--- src/logic/pwm_time_base_pkg.sv ---
// Shared constants and types for the power-control PWM time base.
// Assumes one clock domain; all users import the whole package.
package pwm_time_base_pkg;

  localparam int CNT_W   = 12;
  localparam int POST_W  = 4;
  localparam int PRE_W   = 6;
  localparam int DT_W    = 6;
  localparam int NUM_GEN = 4;
  localparam int NUM_OUT = 8;

  localparam logic [CNT_W-1:0]  COUNT_RST  = 12'h000;
  localparam logic [CNT_W-1:0]  PERIOD_RST = 12'hFFF;
  localparam logic [CNT_W-1:0]  DUTY_RST   = 12'h000;
  localparam logic [POST_W-1:0] POST_RST   = 4'h0;
  localparam logic [PRE_W-1:0]  PRE_RST    = 6'h00;
  localparam logic [DT_W-1:0]   DT_RST     = 6'h00;

  // Last prescaler count for each ratio
  localparam logic [PRE_W-1:0] PRE_LAST_1  = 6'h00;
  localparam logic [PRE_W-1:0] PRE_LAST_4  = 6'h03;
  localparam logic [PRE_W-1:0] PRE_LAST_16 = 6'h0F;
  localparam logic [PRE_W-1:0] PRE_LAST_64 = 6'h3F;

  typedef enum logic [1:0] {
    MODE_FREE       = 2'b00,
    MODE_SINGLE     = 2'b01,
    MODE_UPDOWN     = 2'b10,
    MODE_UPDOWN_DBL = 2'b11
  } time_base_mode_type;

  typedef enum logic [1:0] {
    PRE_DIV_1  = 2'b00,
    PRE_DIV_4  = 2'b01,
    PRE_DIV_16 = 2'b10,
    PRE_DIV_64 = 2'b11
  } pre_div_type;

  typedef enum logic [1:0] {
    ST_IDLE = 2'b00,
    ST_RUN  = 2'b01,
    ST_DONE = 2'b10
  } run_state_type;

endpackage

--- src/logic/power_control_pwm_time_base.sv ---
// Power-control PWM: time base, postscaler, duty generators and output pairs.
// Assumes all control inputs come from logic on the same clock.
`timescale 1ns/1ps
module power_control_pwm_time_base
  import pwm_time_base_pkg::*;
(
  input  wire logic               clock,
  input  wire logic               rst,
  input  wire logic               ce,
  input  wire logic               time_base_enable,
  input  wire logic [1:0]         time_base_mode_sel,
  input  wire logic [POST_W-1:0]  time_base_post_div_sel,
  input  wire logic [1:0]         time_base_pre_div_sel,
  input  wire logic               time_base_control_wr,
  input  wire logic               time_base_count_wr,
  input  wire logic [CNT_W-1:0]   time_base_count_wdata,
  input  wire logic [CNT_W-1:0]   time_base_period,
  input  wire logic [CNT_W-1:0]   duty_0,
  input  wire logic [CNT_W-1:0]   duty_1,
  input  wire logic [CNT_W-1:0]   duty_2,
  input  wire logic [CNT_W-1:0]   duty_3,
  input  wire logic [NUM_GEN-1:0] complementary,
  input  wire logic [DT_W-1:0]    dead_time,
  input  wire logic [NUM_OUT-1:0] override_enable,
  input  wire logic [NUM_OUT-1:0] override_value,
  input  wire logic [CNT_W-1:0]   special_event_compare,
  input  wire logic               debug_mode,
  input  wire logic               debug_disable_enable,
  output logic [NUM_OUT-1:0]      pwm_out_r,
  output logic                    time_base_irq_r,
  output logic                    special_trigger_r,
  output logic [CNT_W-1:0]        time_base_count_r,
  output logic                    count_direction_flag_r,
  output logic                    single_pulse_done_r
);

  // Last prescaler count for a ratio select
  function automatic logic [PRE_W-1:0] pre_last(input logic [1:0] sel);
    case (sel)
      PRE_DIV_1:  pre_last = PRE_LAST_1;
      PRE_DIV_4:  pre_last = PRE_LAST_4;
      PRE_DIV_16: pre_last = PRE_LAST_16;
      default:    pre_last = PRE_LAST_64;
    endcase
  endfunction

  // Center-aligned modes count up and down
  function automatic logic is_center(input logic [1:0] mode);
    is_center = (mode == MODE_UPDOWN) || (mode == MODE_UPDOWN_DBL);
  endfunction

  run_state_type     state_r;
  logic [PRE_W-1:0]  pre_cnt_r;
  logic [POST_W-1:0] post_cnt_r;
  logic [CNT_W-1:0]  period_r;
  logic [CNT_W-1:0]  duty_sh_r [NUM_GEN];
  logic [CNT_W-1:0]  duty_in   [NUM_GEN];
  logic [NUM_GEN-1:0] raw_r;
  logic [NUM_OUT-1:0] pair_out;

  logic running;
  logic tick;
  logic center;
  logic at_top;
  logic at_bottom;
  logic top_evt;
  logic bottom_evt;
  logic edge_match;
  logic boundary;
  logic tb_evt;
  logic post_hit;
  logic debug_kill;

  assign duty_in[0] = duty_0;
  assign duty_in[1] = duty_1;
  assign duty_in[2] = duty_2;
  assign duty_in[3] = duty_3;

  assign running    = (state_r == ST_RUN);
  assign center     = is_center(time_base_mode_sel);
  assign tick       = running && (pre_cnt_r == pre_last(time_base_pre_div_sel));
  // At-or-above keeps a shrunk period from running the count past it
  assign at_top     = (time_base_count_r >= period_r);
  assign at_bottom  = (time_base_count_r == COUNT_RST);
  assign edge_match = tick && !center && at_top;
  assign top_evt    = tick && center && !count_direction_flag_r && at_top;
  assign bottom_evt = tick && center && count_direction_flag_r && at_bottom;
  assign boundary   = edge_match || bottom_evt || !running;
  assign post_hit   = (post_cnt_r == time_base_post_div_sel);
  assign debug_kill = debug_mode && debug_disable_enable;

  // Interrupt event source chosen by mode
  always_comb begin
    case (time_base_mode_sel)
      MODE_FREE:       tb_evt = edge_match;
      MODE_SINGLE:     tb_evt = edge_match;
      MODE_UPDOWN:     tb_evt = bottom_evt;
      MODE_UPDOWN_DBL: tb_evt = bottom_evt || top_evt;
      default:         tb_evt = 1'b0;
    endcase
  end

  // Run control; single-pulse mode stops after one period
  always_ff @(posedge clock) begin
    if (rst) begin
      state_r <= ST_IDLE;
    end else if (ce) begin
      case (state_r)
        ST_IDLE: begin
          if (time_base_enable) begin
            state_r <= ST_RUN;
          end
        end
        ST_RUN: begin
          if (!time_base_enable) begin
            state_r <= ST_IDLE;
          end else if (time_base_mode_sel == MODE_SINGLE && edge_match) begin
            state_r <= ST_DONE;
          end
        end
        ST_DONE: begin
          if (!time_base_enable || time_base_control_wr) begin
            state_r <= ST_IDLE;
          end
        end
        default: state_r <= ST_IDLE;
      endcase
    end
  end

  always_ff @(posedge clock) begin
    if (rst) begin
      single_pulse_done_r <= 1'b0;
    end else if (ce) begin
      single_pulse_done_r <= (state_r == ST_DONE);
    end
  end

  // Input prescaler
  always_ff @(posedge clock) begin
    if (rst) begin
      pre_cnt_r <= PRE_RST;
    end else if (ce) begin
      if (!running || time_base_count_wr || tick) begin
        pre_cnt_r <= PRE_RST;
      end else begin
        pre_cnt_r <= pre_cnt_r + 6'h01;
      end
    end
  end

  // Time-base counter; a control write does not touch it
  always_ff @(posedge clock) begin
    if (rst) begin
      time_base_count_r      <= COUNT_RST;
      count_direction_flag_r <= 1'b0;
    end else if (ce) begin
      if (time_base_count_wr) begin
        time_base_count_r <= time_base_count_wdata;
      end else if (tick) begin
        if (!center) begin
          if (at_top) begin
            time_base_count_r <= COUNT_RST;
          end else begin
            time_base_count_r <= time_base_count_r + 12'h001;
          end
          count_direction_flag_r <= 1'b0;
        end else if (!count_direction_flag_r) begin
          if (at_top && period_r != COUNT_RST) begin
            count_direction_flag_r <= 1'b1;
            time_base_count_r      <= time_base_count_r - 12'h001;
          end else if (!at_top) begin
            time_base_count_r <= time_base_count_r + 12'h001;
          end
        end else begin
          if (at_bottom) begin
            count_direction_flag_r <= 1'b0;
            time_base_count_r      <= time_base_count_r + 12'h001;
          end else begin
            time_base_count_r <= time_base_count_r - 12'h001;
          end
        end
      end
    end
  end

  // Period and duty shadows reload at a period boundary and on every cycle while the time base is not running
  always_ff @(posedge clock) begin
    if (rst) begin
      period_r <= PERIOD_RST;
    end else if (ce && boundary) begin
      period_r <= time_base_period;
    end
  end

  // Postscaler: counts interrupt events
  always_ff @(posedge clock) begin
    if (rst) begin
      post_cnt_r <= POST_RST;
    end else if (ce) begin
      if (time_base_count_wr || time_base_control_wr) begin
        post_cnt_r <= POST_RST;
      end else if (tb_evt) begin
        if (post_hit) begin
          post_cnt_r <= POST_RST;
        end else begin
          post_cnt_r <= post_cnt_r + 4'h1;
        end
      end
    end
  end

  always_ff @(posedge clock) begin
    if (rst) begin
      time_base_irq_r <= 1'b0;
    end else if (ce) begin
      // Clearing writes win: the count restarts before it can reach the ratio
      time_base_irq_r <= tb_evt && post_hit && !time_base_count_wr
                         && !time_base_control_wr;
    end else begin
      time_base_irq_r <= 1'b0;
    end
  end

  // Special-event trigger
  always_ff @(posedge clock) begin
    if (rst) begin
      special_trigger_r <= 1'b0;
    end else if (ce) begin
      special_trigger_r <= tick && (time_base_count_r == special_event_compare);
    end else begin
      special_trigger_r <= 1'b0;
    end
  end

  // Duty generators and their output pairs
  generate
    for (genvar g = 0; g < NUM_GEN; g++) begin : gen_duty
      always_ff @(posedge clock) begin
        if (rst) begin
          duty_sh_r[g] <= DUTY_RST;
        end else if (ce && boundary) begin
          duty_sh_r[g] <= duty_in[g];
        end
      end

      always_ff @(posedge clock) begin
        if (rst) begin
          raw_r[g] <= 1'b0;
        end else if (ce) begin
          if (!running) begin
            raw_r[g] <= 1'b0;
          end else if (duty_sh_r[g] == DUTY_RST) begin
            raw_r[g] <= 1'b0;
          end else if (duty_sh_r[g] >= period_r) begin
            raw_r[g] <= 1'b1;
          end else if (center) begin
            if (time_base_count_r == duty_sh_r[g]) begin
              raw_r[g] <= count_direction_flag_r;
            end
          end else if (tick) begin
            if (at_top) begin
              raw_r[g] <= 1'b1;
            end else if (time_base_count_r + 12'h001 == duty_sh_r[g]) begin
              raw_r[g] <= 1'b0;
            end
          end
        end
      end

      dead_time_pair u_pair (
        .clock         (clock),
        .rst           (rst),
        .ce            (ce),
        .raw           (raw_r[g]),
        .complementary (complementary[g]),
        .dead_time     (dead_time),
        .high_r        (pair_out[2*g]),
        .low_r         (pair_out[2*g+1])
      );
    end
  endgenerate

  // Output stage: debug kill over override over pair
  generate
    for (genvar i = 0; i < NUM_OUT; i++) begin : gen_out
      always_ff @(posedge clock) begin
        if (rst) begin
          pwm_out_r[i] <= 1'b0;
        end else if (ce) begin
          if (debug_kill) begin
            pwm_out_r[i] <= 1'b0;
          end else if (override_enable[i]) begin
            pwm_out_r[i] <= override_value[i];
          end else begin
            pwm_out_r[i] <= pair_out[i];
          end
        end
      end
    end
  endgenerate

endmodule

--- src/logic/dead_time_pair.sv ---
// One output pair with dead-time insertion for complementary drive.
// Assumes raw is a registered duty signal on the same clock.
`timescale 1ns/1ps
module dead_time_pair
  import pwm_time_base_pkg::*;
(
  input  wire logic            clock,
  input  wire logic            rst,
  input  wire logic            ce,
  input  wire logic            raw,
  input  wire logic            complementary,
  input  wire logic [DT_W-1:0] dead_time,
  output logic                 high_r,
  output logic                 low_r
);

  logic            last_r;
  logic [DT_W-1:0] dt_cnt_r;

  always_ff @(posedge clock) begin
    if (rst) begin
      high_r   <= 1'b0;
      low_r    <= 1'b0;
      last_r   <= 1'b0;
      dt_cnt_r <= DT_RST;
    end else if (ce) begin
      if (!complementary) begin
        high_r   <= raw;
        low_r    <= raw;
        last_r   <= raw;
        dt_cnt_r <= DT_RST;
      end else if (raw != last_r) begin
        // Both switches off first, so the bridge never shoots through
        high_r   <= 1'b0;
        low_r    <= 1'b0;
        last_r   <= raw;
        dt_cnt_r <= dead_time;
      end else if (dt_cnt_r != DT_RST) begin
        dt_cnt_r <= dt_cnt_r - 6'h01;
      end else begin
        high_r <= last_r;
        low_r  <= ~last_r;
      end
    end
  end

endmodule

--- config.mk ---
export PLATFORM = sky130hd
export DESIGN_NAME = power_control_pwm_time_base
export DESIGN_NICKNAME = d
export VERILOG_FILES = /design/src/logic/pwm_time_base_pkg.sv /design/src/logic/power_control_pwm_time_base.sv /design/src/logic/dead_time_pair.sv
export SDC_FILE = /design/constraint.sdc
export NUM_CORES = 1
export LEC_CHECK = 0
export BUFFER_PORTS_ARGS = -buffer_cell sky130_fd_sc_hd__buf_2
export CORE_MARGIN = 1.5
export CORE_UTILIZATION = 45
export DETAILED_ROUTE_END_ITERATION = 10
export PLACE_DENSITY_LB_ADDON = 0.3
export SLEW_MARGIN = 5
export SYNTH_ARGS = -nofsm -noshare
export SYNTH_HDL_FRONTEND = slang
export SYNTH_HIERARCHICAL = 1
export SYNTH_SLANG_ARGS = --single-unit
--- constraint.sdc ---
create_clock -name clock -period 8 [get_ports clock]
set_input_delay 0 -clock clock [delete_from_list [all_inputs] [get_ports clock]]
set_output_delay 0 -clock clock [all_outputs]
set_load 0.005 [all_outputs]
Yosys cells after proc, flatten, opt, wreduce, memory -nomap -nowiden
Memories as Yosys holds them, arrays and structs flattened.
Index checks and enable logic that the tools add are counted.
{"block": "totals", "ramBits": 48, "regBits": 88, "elab_cells": 302, "mem_count": 1, "mem_bits_ro": 0, "input_bits": 126, "latchBits": 0, "out_inout_bits": 24}
{"block": "classes", "bitwise": 10, "addsub": 8, "muxes": 124, "eq_ne": 50, "n_lt_le_gt_ge": 5, "div_mod_pow": 0, "reduce_logical": 67, "multipliers": 0, "shift": 0}
{"memory": "duty_sh_r", "words": 4, "word_bits": 12, "read_ports": 4, "rd_ports_with_merged_regs": 0, "write_ports": 4, "line": "power_control_pwm_time_base.sv:56", "rtl": "logic [CNT_W-1:0] duty_sh_r [NUM_GEN];"}
{"operator": "$mux W12", "n": 12}
{"operator": "$eq A12 B12 Y1", "n": 9}
{"operator": "$mux W1", "n": 89}
{"operator": "$mux W6", "n": 13}
{"operator": "$ge A12 B12 Y1", "n": 5}
{"operator": "$logic_not A12 Y1", "n": 5}
{"operator": "$reduce_and A2 Y1", "n": 13}
{"operator": "$ne A6 B1 Y1 const B", "n": 4}
{"operator": "$reduce_bool A6 Y1", "n": 4}
{"operator": "$sub A6 B1 Y6 const B", "n": 4}
{"operator": "$ne A5 B1 Y1 const B", "n": 4}
{"operator": "$ne A5 B2 Y1 const B", "n": 4}
{"operator": "$reduce_and A4 Y1", "n": 5}
{"operator": "$pmux W6 S3", "n": 1}
{"operator": "$logic_and A1 B1 Y1", "n": 16}
{"operator": "$ne A3 B2 Y1 const B", "n": 5}
{"operator": "$add A12 B1 Y12 const B", "n": 1}
{"operator": "$mux W4", "n": 3}
{"operator": "$ne A3 B1 Y1 const B", "n": 4}
{"operator": "$reduce_bool A12 Y1", "n": 1}
{"operator": "$sub A12 B1 Y12 const B", "n": 1}
{"operator": "$eq A2 B2 Y1 const B", "n": 4}
{"operator": "$logic_or A1 B1 Y1", "n": 8}
{"operator": "$mux W2", "n": 4}
{"operator": "18 further kinds", "n": 45}

Logic depth before layout (Yosys ltp)
Gate-level depths: netlist of the first run.
{"block": "depth", "depth_word": 14, "ltp_mapped": 12, "ltp_nobuf": 9}

Hierarchy
The synthesis of the first run kept the hierarchy.
{"mod": "power_control_pwm_time_base", "n_inst": 1, "seq_area_each_um2": 2482.4, "area_each_um2": 7961.4, "cells_each": 849}
{"mod": "dead_time_pair", "n_inst": 4, "seq_area_each_um2": 180.2, "area_each_um2": 600.6, "cells_each": 75}

Least setup slack after synthesis of the first run
No wires, ideal clock.
{"block": "synth_path", "kind": "reg2reg", "from": "register time_base_count_r[0]", "to": "memory duty_sh_r[0][0], enable pin", "t_arrival_ns": 3.206, "t_required_ns": 7.616, "path_buffers": 2, "period_less_slack_ns": 3.591, "setup_time_ns": 0.384, "slack_ns": 4.409, "stages_incl_launch_ff": 12, "path_cell_list": "dfxtp_1 buf_2 inv_1 ha_1 nand2b_1 a2111oi_0 nor4_2 o31a_1 o21ai_1 a21oi_1 buf_2 or2_2"}
{"element": "start: declaration", "line": "power_control_pwm_time_base.sv:32", "rtl": "output logic [CNT_W-1:0] time_base_count_r,"}
{"element": "start signal: assignment", "line": "power_control_pwm_time_base.sv:159", "rtl": "time_base_count_r <= time_base_count_wdata;"}
{"element": "start signal: assignment", "line": "power_control_pwm_time_base.sv:165", "rtl": "time_base_count_r <= time_base_count_r + 12'h001;"}
{"element": "start signal: assignment", "line": "power_control_pwm_time_base.sv:171", "rtl": "time_base_count_r <= time_base_count_r - 12'h001;"}
{"element": "end: declaration", "line": "power_control_pwm_time_base.sv:56"}

==> metrics.txt, run 1 <==
first-pass GRT wire length 51000 um; CTS resizes 0; most common cell after layout, fill and taps aside buf_2; startpoint types flop; Max clock buf depth 2; Main synth FF type dfxtp_1; outcome finished, final reports clean; IO Pins 150; vias in the first global route 9412; CP Cell Sequence inv_1 -> ha_1 -> nand2b_1 -> a2111oi_0 -> nor4_2 -> o31a_1 -> o21ai_1 -> a21oi_1 -> buf_4 -> or2_2; Ys Warns 6; DRT Pass-1 Iters 5; RSZ-0062 raised after global routing false; CTS tree done; syn_area_per_cell 9.02 um^2; Cell Int Power 1530 uW; Power Density 168 nW/um^2; total CTS buffers 17; Setup crit end kind flop; Leak 0.00551 uW; register bit count reported by yosys 136; worst path bufs/invs 2; # Post-CTS Setup Buffers 0; worst min-delay path category in2reg; grt total ovfl 0; worst path required time 8.05 ns; CP arrival 4.34 ns; CP peak stage delay 0.84 ns; Cells after Synth 1149; detail-routed via count per cell 6.00; sequential power share 38.3%; total power draw 2190 uW; Port Buffers 149; fin util 57.3%; Area Overhead vs Synth 25.3%; maxcap violations 0; largest net degree at the start of global routing 73; Mapped Area 10400 um^2; Peak VDD IR 0.120 mV; die area 23900 um^2; sequential share of the synthesized area 30.9%; net switching fraction of the power 30.0%; die width 155 um; Rel. slew slack 27.8%; Detail Route Antenna Nets 0; CTS HTree Levels 4; worst slew pin tran 1.08 ns; Starting Density 45.8%; layout cells sized above 1 16.1%; Initial DRC Count 961; GRT Resource Usage Total 27.5%; Worst-Skew Late Latency 0.44 ns; clock skew 0.0109 ns; Yosys cell types 73; DRC Markers 0; synthesized net count 1356; dpl ws 3.79 ns; CTS clock-pin slew for the worst setup and hold paths 0.06 ns; Switch Pwr 655 uW; post-layout min period 4.29 ns; Setup-failing EPs final 0; Final Wtd Congestion 0.959; nets 1582; hold buffers post-CTS 103; critical path type reg2reg; drt wl/cell 19.7 um; Root Driver clkbuf_16; Clock Sinks 136; chip height 155 um; Clk pwr share 39.2%; # diodes 0; Layout fillers 1955; detailed-placement wirelength estimate 23200 um; Max Clk Rate 233 MHz; number of synthesized flops with an enable pin 48; most frequent cells in the layout 149 x buf_2, 103 x dlygate4sd3_1, 88 x dfxtp_1; FFs w/ async S/R, synth 0%; core area 22600 um^2; Cell Rows 55; Crit-path slowest cell or2_2; post-route setup slack 3.71 ns; fin crit share 53.7%; hold slack 0.0163 ns; Setup TNS 0 ns; initial antenna violation count 0; crit path max fanout 48; fin. max-slew vios 0; Gate power share 22.6%; delay-heaviest family, CP simple AND/OR/NAND/NOR gates; vias 10000; final hold vios 0; final WL 33000 um
==> power groups by stage <==
stage	Clock, uW	Combinational [uW]	Sequential (uW)
after CTS	869	484	833
after detailed placement	0	442	848
final	857	493	836
after floorplan	0	326	814
after global routing	895	540	839
after global placement	0	435	846
==> cell usage after synthesis, drive strengths merged (11+ instances only) <==
cell / count / share of area [%]
dfxtp: 88 / 17
ha: 81 / 9.8
a21oi: 64 / 3.2
xnor2: 61 / 5.2
nand2: 54 / 2.0
xor2: 54 / 4.6
and2: 51 / 3.1
edfxtp: 48 / 14
nor2: 48 / 1.7
inv: 47 / 1.7
nand3: 47 / 2.3
clkbuf: 43 / 1.6
o21ai: 41 / 2.0
nor4: 39 / 3.0
nand4: 28 / 1.7
nor2b: 28 / 1.7
nand2b: 26 / 1.6
a31oi: 23 / 1.4
nor3: 23 / 1.2
a21o: 21 / 1.5
a211oi: 20 / 1.4
or3: 18 / 1.1
mux2i: 17 / 1.6
buf: 16 / 0.82
o211ai: 13 / 0.94
o32a: 13 / 1.3
xnor3: 11 / 2.4
==> metrics by stage <==
stage,instance area (um^2),instances
after floorplan,10400,1149
after global placement,11300,1538
after detailed placement,11300,1538
after CTS,13000,1673
after global routing,13000,1673
final,13000,1673
==> tightest hold or removal path, delay by kind of cell <==
kind / cells / cell delay, ns
buf+inv: 1 / 0.08
simple gates: 3 / 0.18
xor+xnor: 1 / 0.14
==> layer usage <==
layer | up-vias | track usage [%] | share of wire, %
met5 | - | 0 | 0
met4 | 0 | 11.9 | 3.4
met3 | 74 | 5.13 | 8.4
met2 | 517 | 44.0 | 45
met1 | 4722 | 36.4 | 43
li1 | 4725 | - | -
==> flip-flops by register name, indices dropped and copies added (netlist names), 4 cells and up <==
register,cells
gen_duty.u_pair/high_r,4
gen_duty.u_pair/low_r,4
time_base_count_r,12
gen_duty.u_pair/dt_cnt_r,24
post_cnt_r,4
raw_r,4
pwm_out_r,8
period_r,12
pre_cnt_r,6
gen_duty.u_pair/last_r,4
duty_sh_r,48
==> area by class of cell <==
class                   count  area (um^2)  area share (%)
repair buffers            266         1880            14.5
clock inverters            13          193            1.48
multi-input cells         907         6740            51.9
inverters                  47          176            1.36
flip-flops and latches    136         3200            24.7
well taps                 285          357            2.75
clock buffers              19          434            3.34
==> kinds of logic after synthesis <==
kind of cell               share of synthesized area, %
and+or+nand+nor                                    22.5
adders and majority gates                          9.78
DFF                                                30.9
muxes                                              2.73
AOI/OAI and AO/OA                                  17.9
buffers and inverters                              4.12
xor gates and xnor gates                           12.1
==> worst paths after layout <==
path	cells after the start	slack [ns]	start	endpoint
setup / recovery	10	3.71	time_base_count_r[0]$_SDFFE_PP0P_	duty_sh_r[3][5]$_SDFFCE_PN0P_
setup reg to reg	10	3.71	time_base_count_r[0]$_SDFFE_PP0P_	duty_sh_r[3][5]$_SDFFCE_PN0P_
hold / removal	5	0.02	time_base_post_div_sel[2]	time_base_irq_r$_SDFF_PP0_
hold reg to reg	2	0.47	gen_duty[0].u_pair/low_r$_SDFFE_PP0P_	gen_duty[0].u_pair/low_r$_SDFFE_PP0P_
Power figures use the tool's default switching activity.
==> run 2, diff against run 1 <==
==> constraint.sdc (replaced) <==
create_clock -name clock -period 4.2 [get_ports clock]
set_input_delay 0 -clock clock [delete_from_list [all_inputs] [get_ports clock]]
set_output_delay 0 -clock clock [all_outputs]
set_load 0.005 [all_outputs]
==> metrics.txt, run 2 (synthesis results as in run 1) <==
post-layout min period 3.55 ns; final non-filler cell total 1685; Max clock buf depth 2; IO Pins 150; R2R Path End duty_sh_r[3][5]$_SDFFCE_PN0P_; Top reg by flops duty_sh_r; most common cell after layout, fill and taps aside buf_2; max FFs per register 48; Max Clk Rate 282 MHz; detailed-placement wirelength estimate 23000 um; fin util 57.4%; # Post-CTS Setup Buffers 0; Cells after DPL 1553; Root Driver clkbuf_16; vias in the first global route 9610; Detail Route Antenna Nets 0; post-route setup slack 0.649 ns; Clock Sinks 136; dpl ws 0.649 ns; nets 1593; Rel. slew slack 24.9%; largest registers duty_sh_r x48, gen_duty.u_pair/dt_cnt_r x24; Setup-failing EPs final 0; CP arrival 3.59 ns; die area 23900 um^2; Worst Setup SP time_base_count_r[4]$_SDFFE_PP0P_; layout cells sized above 1 16.9%; worst path required time 4.24 ns; Leak 0.00554 uW; final WL 32800 um; worst min-delay path category in2reg; chip height 155 um; GRT Resource Usage Total 27.6%; fin crit share 84.6%; fin. max-slew vios 0; CTS clock-pin slew for the worst setup and hold paths 0.06 ns; core area 22600 um^2; initial antenna violation count 0; maxcap violations 0; most frequent cells in the layout 149 x buf_2, 99 x dlygate4sd3_1, 88 x dfxtp_1; Power Density 307 nW/um^2; r2r worst-path depth 7; critical path type reg2reg; final hold vios 0; Cell Rows 55; drt wl/cell 19.4 um; Final Wtd Congestion 0.924; Reg2Reg Launch Point time_base_count_r[4]$_SDFFE_PP0P_; R2R setup slack 0.65 ns; Area Overhead vs Synth 25.4%; vias 9817; total CTS buffers 17; Worst-Skew Late Latency 0.43 ns; startpoint types flop; Port Buffers 149; clock skew 0.0103 ns; Min-Delay Path Depth 4; worst slew pin tran 1.13 ns; crit path max fanout 48; outcome finished, final reports clean; grt total ovfl 0; DRT Pass-1 Iters 7; die width 155 um; hold buffers post-CTS 99; CTS tree done; CTS resizes 0; Setup TNS 0 ns; DRC Markers 0; Peak VDD IR 0.193 mV; first-pass GRT wire length 51300 um; Starting Density 45.8%; RSZ-0062 raised after global routing false; detail-routed via count per cell 5.83; Worst setup endpoint duty_sh_r[3][5]$_SDFFCE_PN0P_; Initial DRC Count 680; largest net degree at the start of global routing 56; Setup crit end kind flop; CTS HTree Levels 4
run 2: area by class of cell:
cell class                 count  area (um^2)
clock inverter                10         92.6
fill                        1967         9640
tap                          285          357
clock buffer                  22          477
inverter                      47          176
sequential                   136         3200
multi-input combinational    907         6740
antenna                        1         2.50
timing repair buffer         277         1950
run 2: metrics by stage:
step	hold WS [ns]	power, uW	cell area (um^2)
5_1_grt	0.0356	4170	13000
3_3_place_gp	0.219	2450	11400
6_report	0.00400	4000	13000
3_5_place_dp	0.225	2460	11400
4_1_cts	0.000805	4000	13000
2_1_floorplan	0.129	2170	10400
run 2: critical path, cell delays in order, from the launching register on:
cell and delay [ns]:
dfxtp_1 0.43, or4_4 0.58, or4_4 0.45, or2_1 0.35, nor2_1 0.13, o21ai_1 0.11, a21oi_1 0.21, or2_2 0.87
run 2: power by group:
part | internal, uW | total (uW) | switching (uW)
combinational | 468 | 962 | 494
clock | 868 | 1470 | 600
sequential | 1450 | 1570 | 119
run 2: routing by layer:
metal  share of wire [%]  global-route usage [%]  vias up  wire length, um
met1                  43                    35.3     4608            14200
met3                 7.7                    6.30       64             2510
met2                  46                    45.2      389            15000
li1                    -                       -     4756                -
met5                   0                       0        -                0
met4                 3.1                    11.2        0             1030
run 2: worst min path at each step:
stage | endpoint | slack, ns | startpoint
final | time_base_count_r[3]$_SDFFE_PP0P_ | 0.004 | time_base_count_wdata[3]
after global routing | time_base_irq_r$_SDFF_PP0_ | 0.04 | time_base_post_div_sel[2]
after CTS | time_base_count_r[3]$_SDFFE_PP0P_ | 0.0008 | time_base_count_wdata[3]
after detailed placement | period_r[6]$_SDFFE_PP1P_ | 0.22 | time_base_period[6]
after global placement | period_r[7]$_SDFFE_PP1P_ | 0.22 | time_base_period[7]
after floorplan | period_r[10]$_SDFFE_PP1P_ | 0.13 | time_base_period[10]
==> run 3, diff against run 2 <==
--- a/config.mk
+++ b/config.mk
@@ -5,6 +5,7 @@
 export SDC_FILE = /design/constraint.sdc
 export NUM_CORES = 1
 export LEC_CHECK = 0
+export ABC_AREA = 1
 export BUFFER_PORTS_ARGS = -buffer_cell sky130_fd_sc_hd__buf_2
 export CORE_MARGIN = 1.5
 export CORE_UTILIZATION = 45
==> constraint.sdc (replaced) <==
create_clock -name clock -period 3.5 [get_ports clock]
set_input_delay 0 -clock clock [delete_from_list [all_inputs] [get_ports clock]]
set_output_delay 0 -clock clock [all_outputs]
set_load 0.005 [all_outputs]
==> metrics.txt, run 3 <==
total CTS buffers 17; IO Pins 150; largest net degree at the start of global routing 50; worst path bufs/invs 3; CTS HTree Levels 4; Top reg by flops duty_sh_r; Power Density 408 nW/um^2; delay-heaviest family, CP simple AND/OR/NAND/NOR gates; critical path type reg2reg; largest registers duty_sh_r x48, gen_duty.u_pair/dt_cnt_r x24; grt total ovfl 0; Max clock buf depth 2; DRT Pass-1 Iters 6; final hold vios 0; Rel. slew slack 53.2%; CP arrival 2.93 ns; Yosys cell types 48; worst slew pin tran 0.702 ns; Top cell by count, worst path nand2_1; layout cells sized above 1 15.6%; Root Driver clkbuf_16; # Post-CTS Setup Buffers 0; register bit count reported by yosys 136; die area 25500 um^2; initial antenna violation count 0; outcome finished, final reports clean; Setup crit end kind flop; Worst Setup SP period_r[11]$_SDFFE_PP1P_; die width 160 um; Worst Hold Launch time_base_enable; placed inst area 12100 um^2; Synth area leaders dfxtp_1 16%, nand2_1 14%, edfxtp_1 13%; maxcap violations 0; post-layout min period 2.86 ns; crit path max fanout 49; Ys Warns 6; CP peak stage delay 0.48 ns; CTS clock-pin slew for the worst setup and hold paths 0.06 ns; Main synth FF type dfxtp_1; fin crit share 81.8%; most common cell after layout, fill and taps aside nand2_1; CTS tree done; sequential share of the synthesized area 29.0%; post-synth top area share 16.0%; core area 24200 um^2; Leak 0.00689 uW; CP Cell Sequence inv_1 -> ha_1 -> nand2_1 -> nor2_1 -> nand2_1 -> nor2_1 -> nand2_1 -> nand2_1 -> nand3_2 -> nand3_2 -> nand2_1 -> buf_4 -> nand2_2 -> buf_4; Mapped Area 11000 um^2; synthesized net count 1827; Cells after Synth 1620; top-count cell post-synth nand2_1; CTS resizes 0; Initial DRC Count 1024; detail-routed via count per cell 5.14; nets 2063; detailed-placement wirelength estimate 26800 um; most frequent cells in the layout 401 x nand2_1, 264 x nor2_1, 200 x inv_1; total power draw 5540 uW; final non-filler cell total 2193; # diodes 0; Detail Route Antenna Nets 0; GRT Resource Usage Total 28.1%; DRC Markers 0; hold slack 0.0337 ns; fin area 13600 um^2; vias in the first global route 10700; Post-synth top cells 402 x nand2_1, 264 x nor2_1, 200 x inv_1, 88 x dfxtp_1, 88 x nand3_1; drt wl/cell 16.0 um; RSZ-0062 raised after global routing false; Final Wtd Congestion 0.969; Cells after DPL 2068; Setup TNS 0 ns; Clock Sinks 136; number of synthesized flops with an enable pin 48; Peak VDD IR 0.254 mV; Setup-failing EPs final 0; vias 11300; Area Overhead vs Synth 23.1%; clock skew 0.0115 ns; startpoint types flop; fin. max-slew vios 0; Starting Density 45.6%; worst path required time 3.57 ns; worst min-delay path category in2reg; chip height 160 um; area leader, netlist dfxtp_1; Reg2Reg Launch Point period_r[11]$_SDFFE_PP1P_; Max Clk Rate 349 MHz; FFs w/ async S/R, synth 0%; Crit-path slowest cell buf_4; hold buffers post-CTS 93; syn_area_per_cell 6.81 um^2; Cell Rows 57; final WL 35200 um; Worst-Skew Late Latency 0.44 ns; max FFs per register 48; Port Buffers 149; Layout fillers 2310; first-pass GRT wire length 55900 um
-- run 3: kinds of logic (layout without fill, tap and decap cells) --
kind of cell	after synthesis	in the layout	share of synthesized area, %
compound gates	159	159	8.68
xor+xnor	96	96	7.62
fa+ha+maj	81	81	9.19
buf+inv	261	510	9.96
flops	136	136	29.0
mux	8	8	0.817
simple gates	879	879	34.7
-- run 3: through the flow --
step / utilization, % / worst slack (ns)
floorplan: - / 0.554
global placement: 49.9 / 0.788
detailed placement: 49.9 / 0.697
CTS: 56.2 / 0.674
global route: 56.2 / 0.449
finish: 56.2 / 0.637
-- run 3: area by class of cell --
type	instances	area [um^2]	area share (%)
multi-input combinational	1223	6730	49.6
sequential	136	3200	23.6
timing repair buffer	264	1840	13.6
inverter	214	808	5.95
clock buffer	21	482	3.55
tap	324	405	2.99
clock inverter	11	109	0.802
-- run 3: metal layers --
| layer | part of all wire, % | vias up | global-route usage, % | routed length (um) |
|---|---|---|---|---|
| met2 | 47 | 444 | 48.4 | 16700 |
| met4 | 4.2 | 2 | 12.8 | 1490 |
| met1 | 41 | 5066 | 34.5 | 14600 |
| met3 | 6.9 | 95 | 4.35 | 2430 |
| li1 | - | 5672 | - | - |
| met5 | 0.12 | - | 1.14 | 41 |
-- run 3: power breakdown --
group	switching (uW)	internal, uW	leakage [uW]
logic	1010	699	0.00535
registers	194	1790	0.00124
clock network	772	1070	0.000294
-- run 3: path summary, 6_finish.rpt --
path,to,slack (ns),cells past startpoint
hold / removal,state_r[1]$_SDFFE_PP0P_,0.03,5
setup reg to reg,duty_sh_r[1][5]$_SDFFCE_PN0P_,0.64,14
hold reg to reg,pwm_out_r[7]$_SDFFE_PP0P_,0.46,2
setup / recovery,duty_sh_r[1][5]$_SDFFCE_PN0P_,0.64,14
-- run 3: worst register-to-register path: stages (launching register included) --
cell and delay (ns):
dfxtp_1 0.34, inv_1 0.12, ha_1 0.33, nand2_1 0.07, nor2_1 0.15, nand2_1 0.06, nor2_1 0.09, nand2_1 0.06
nand2_1 0.15, nand3_2 0.14, nand3_2 0.12, nand2_1 0.07, buf_4 0.20, nand2_2 0.06, buf_4 0.49
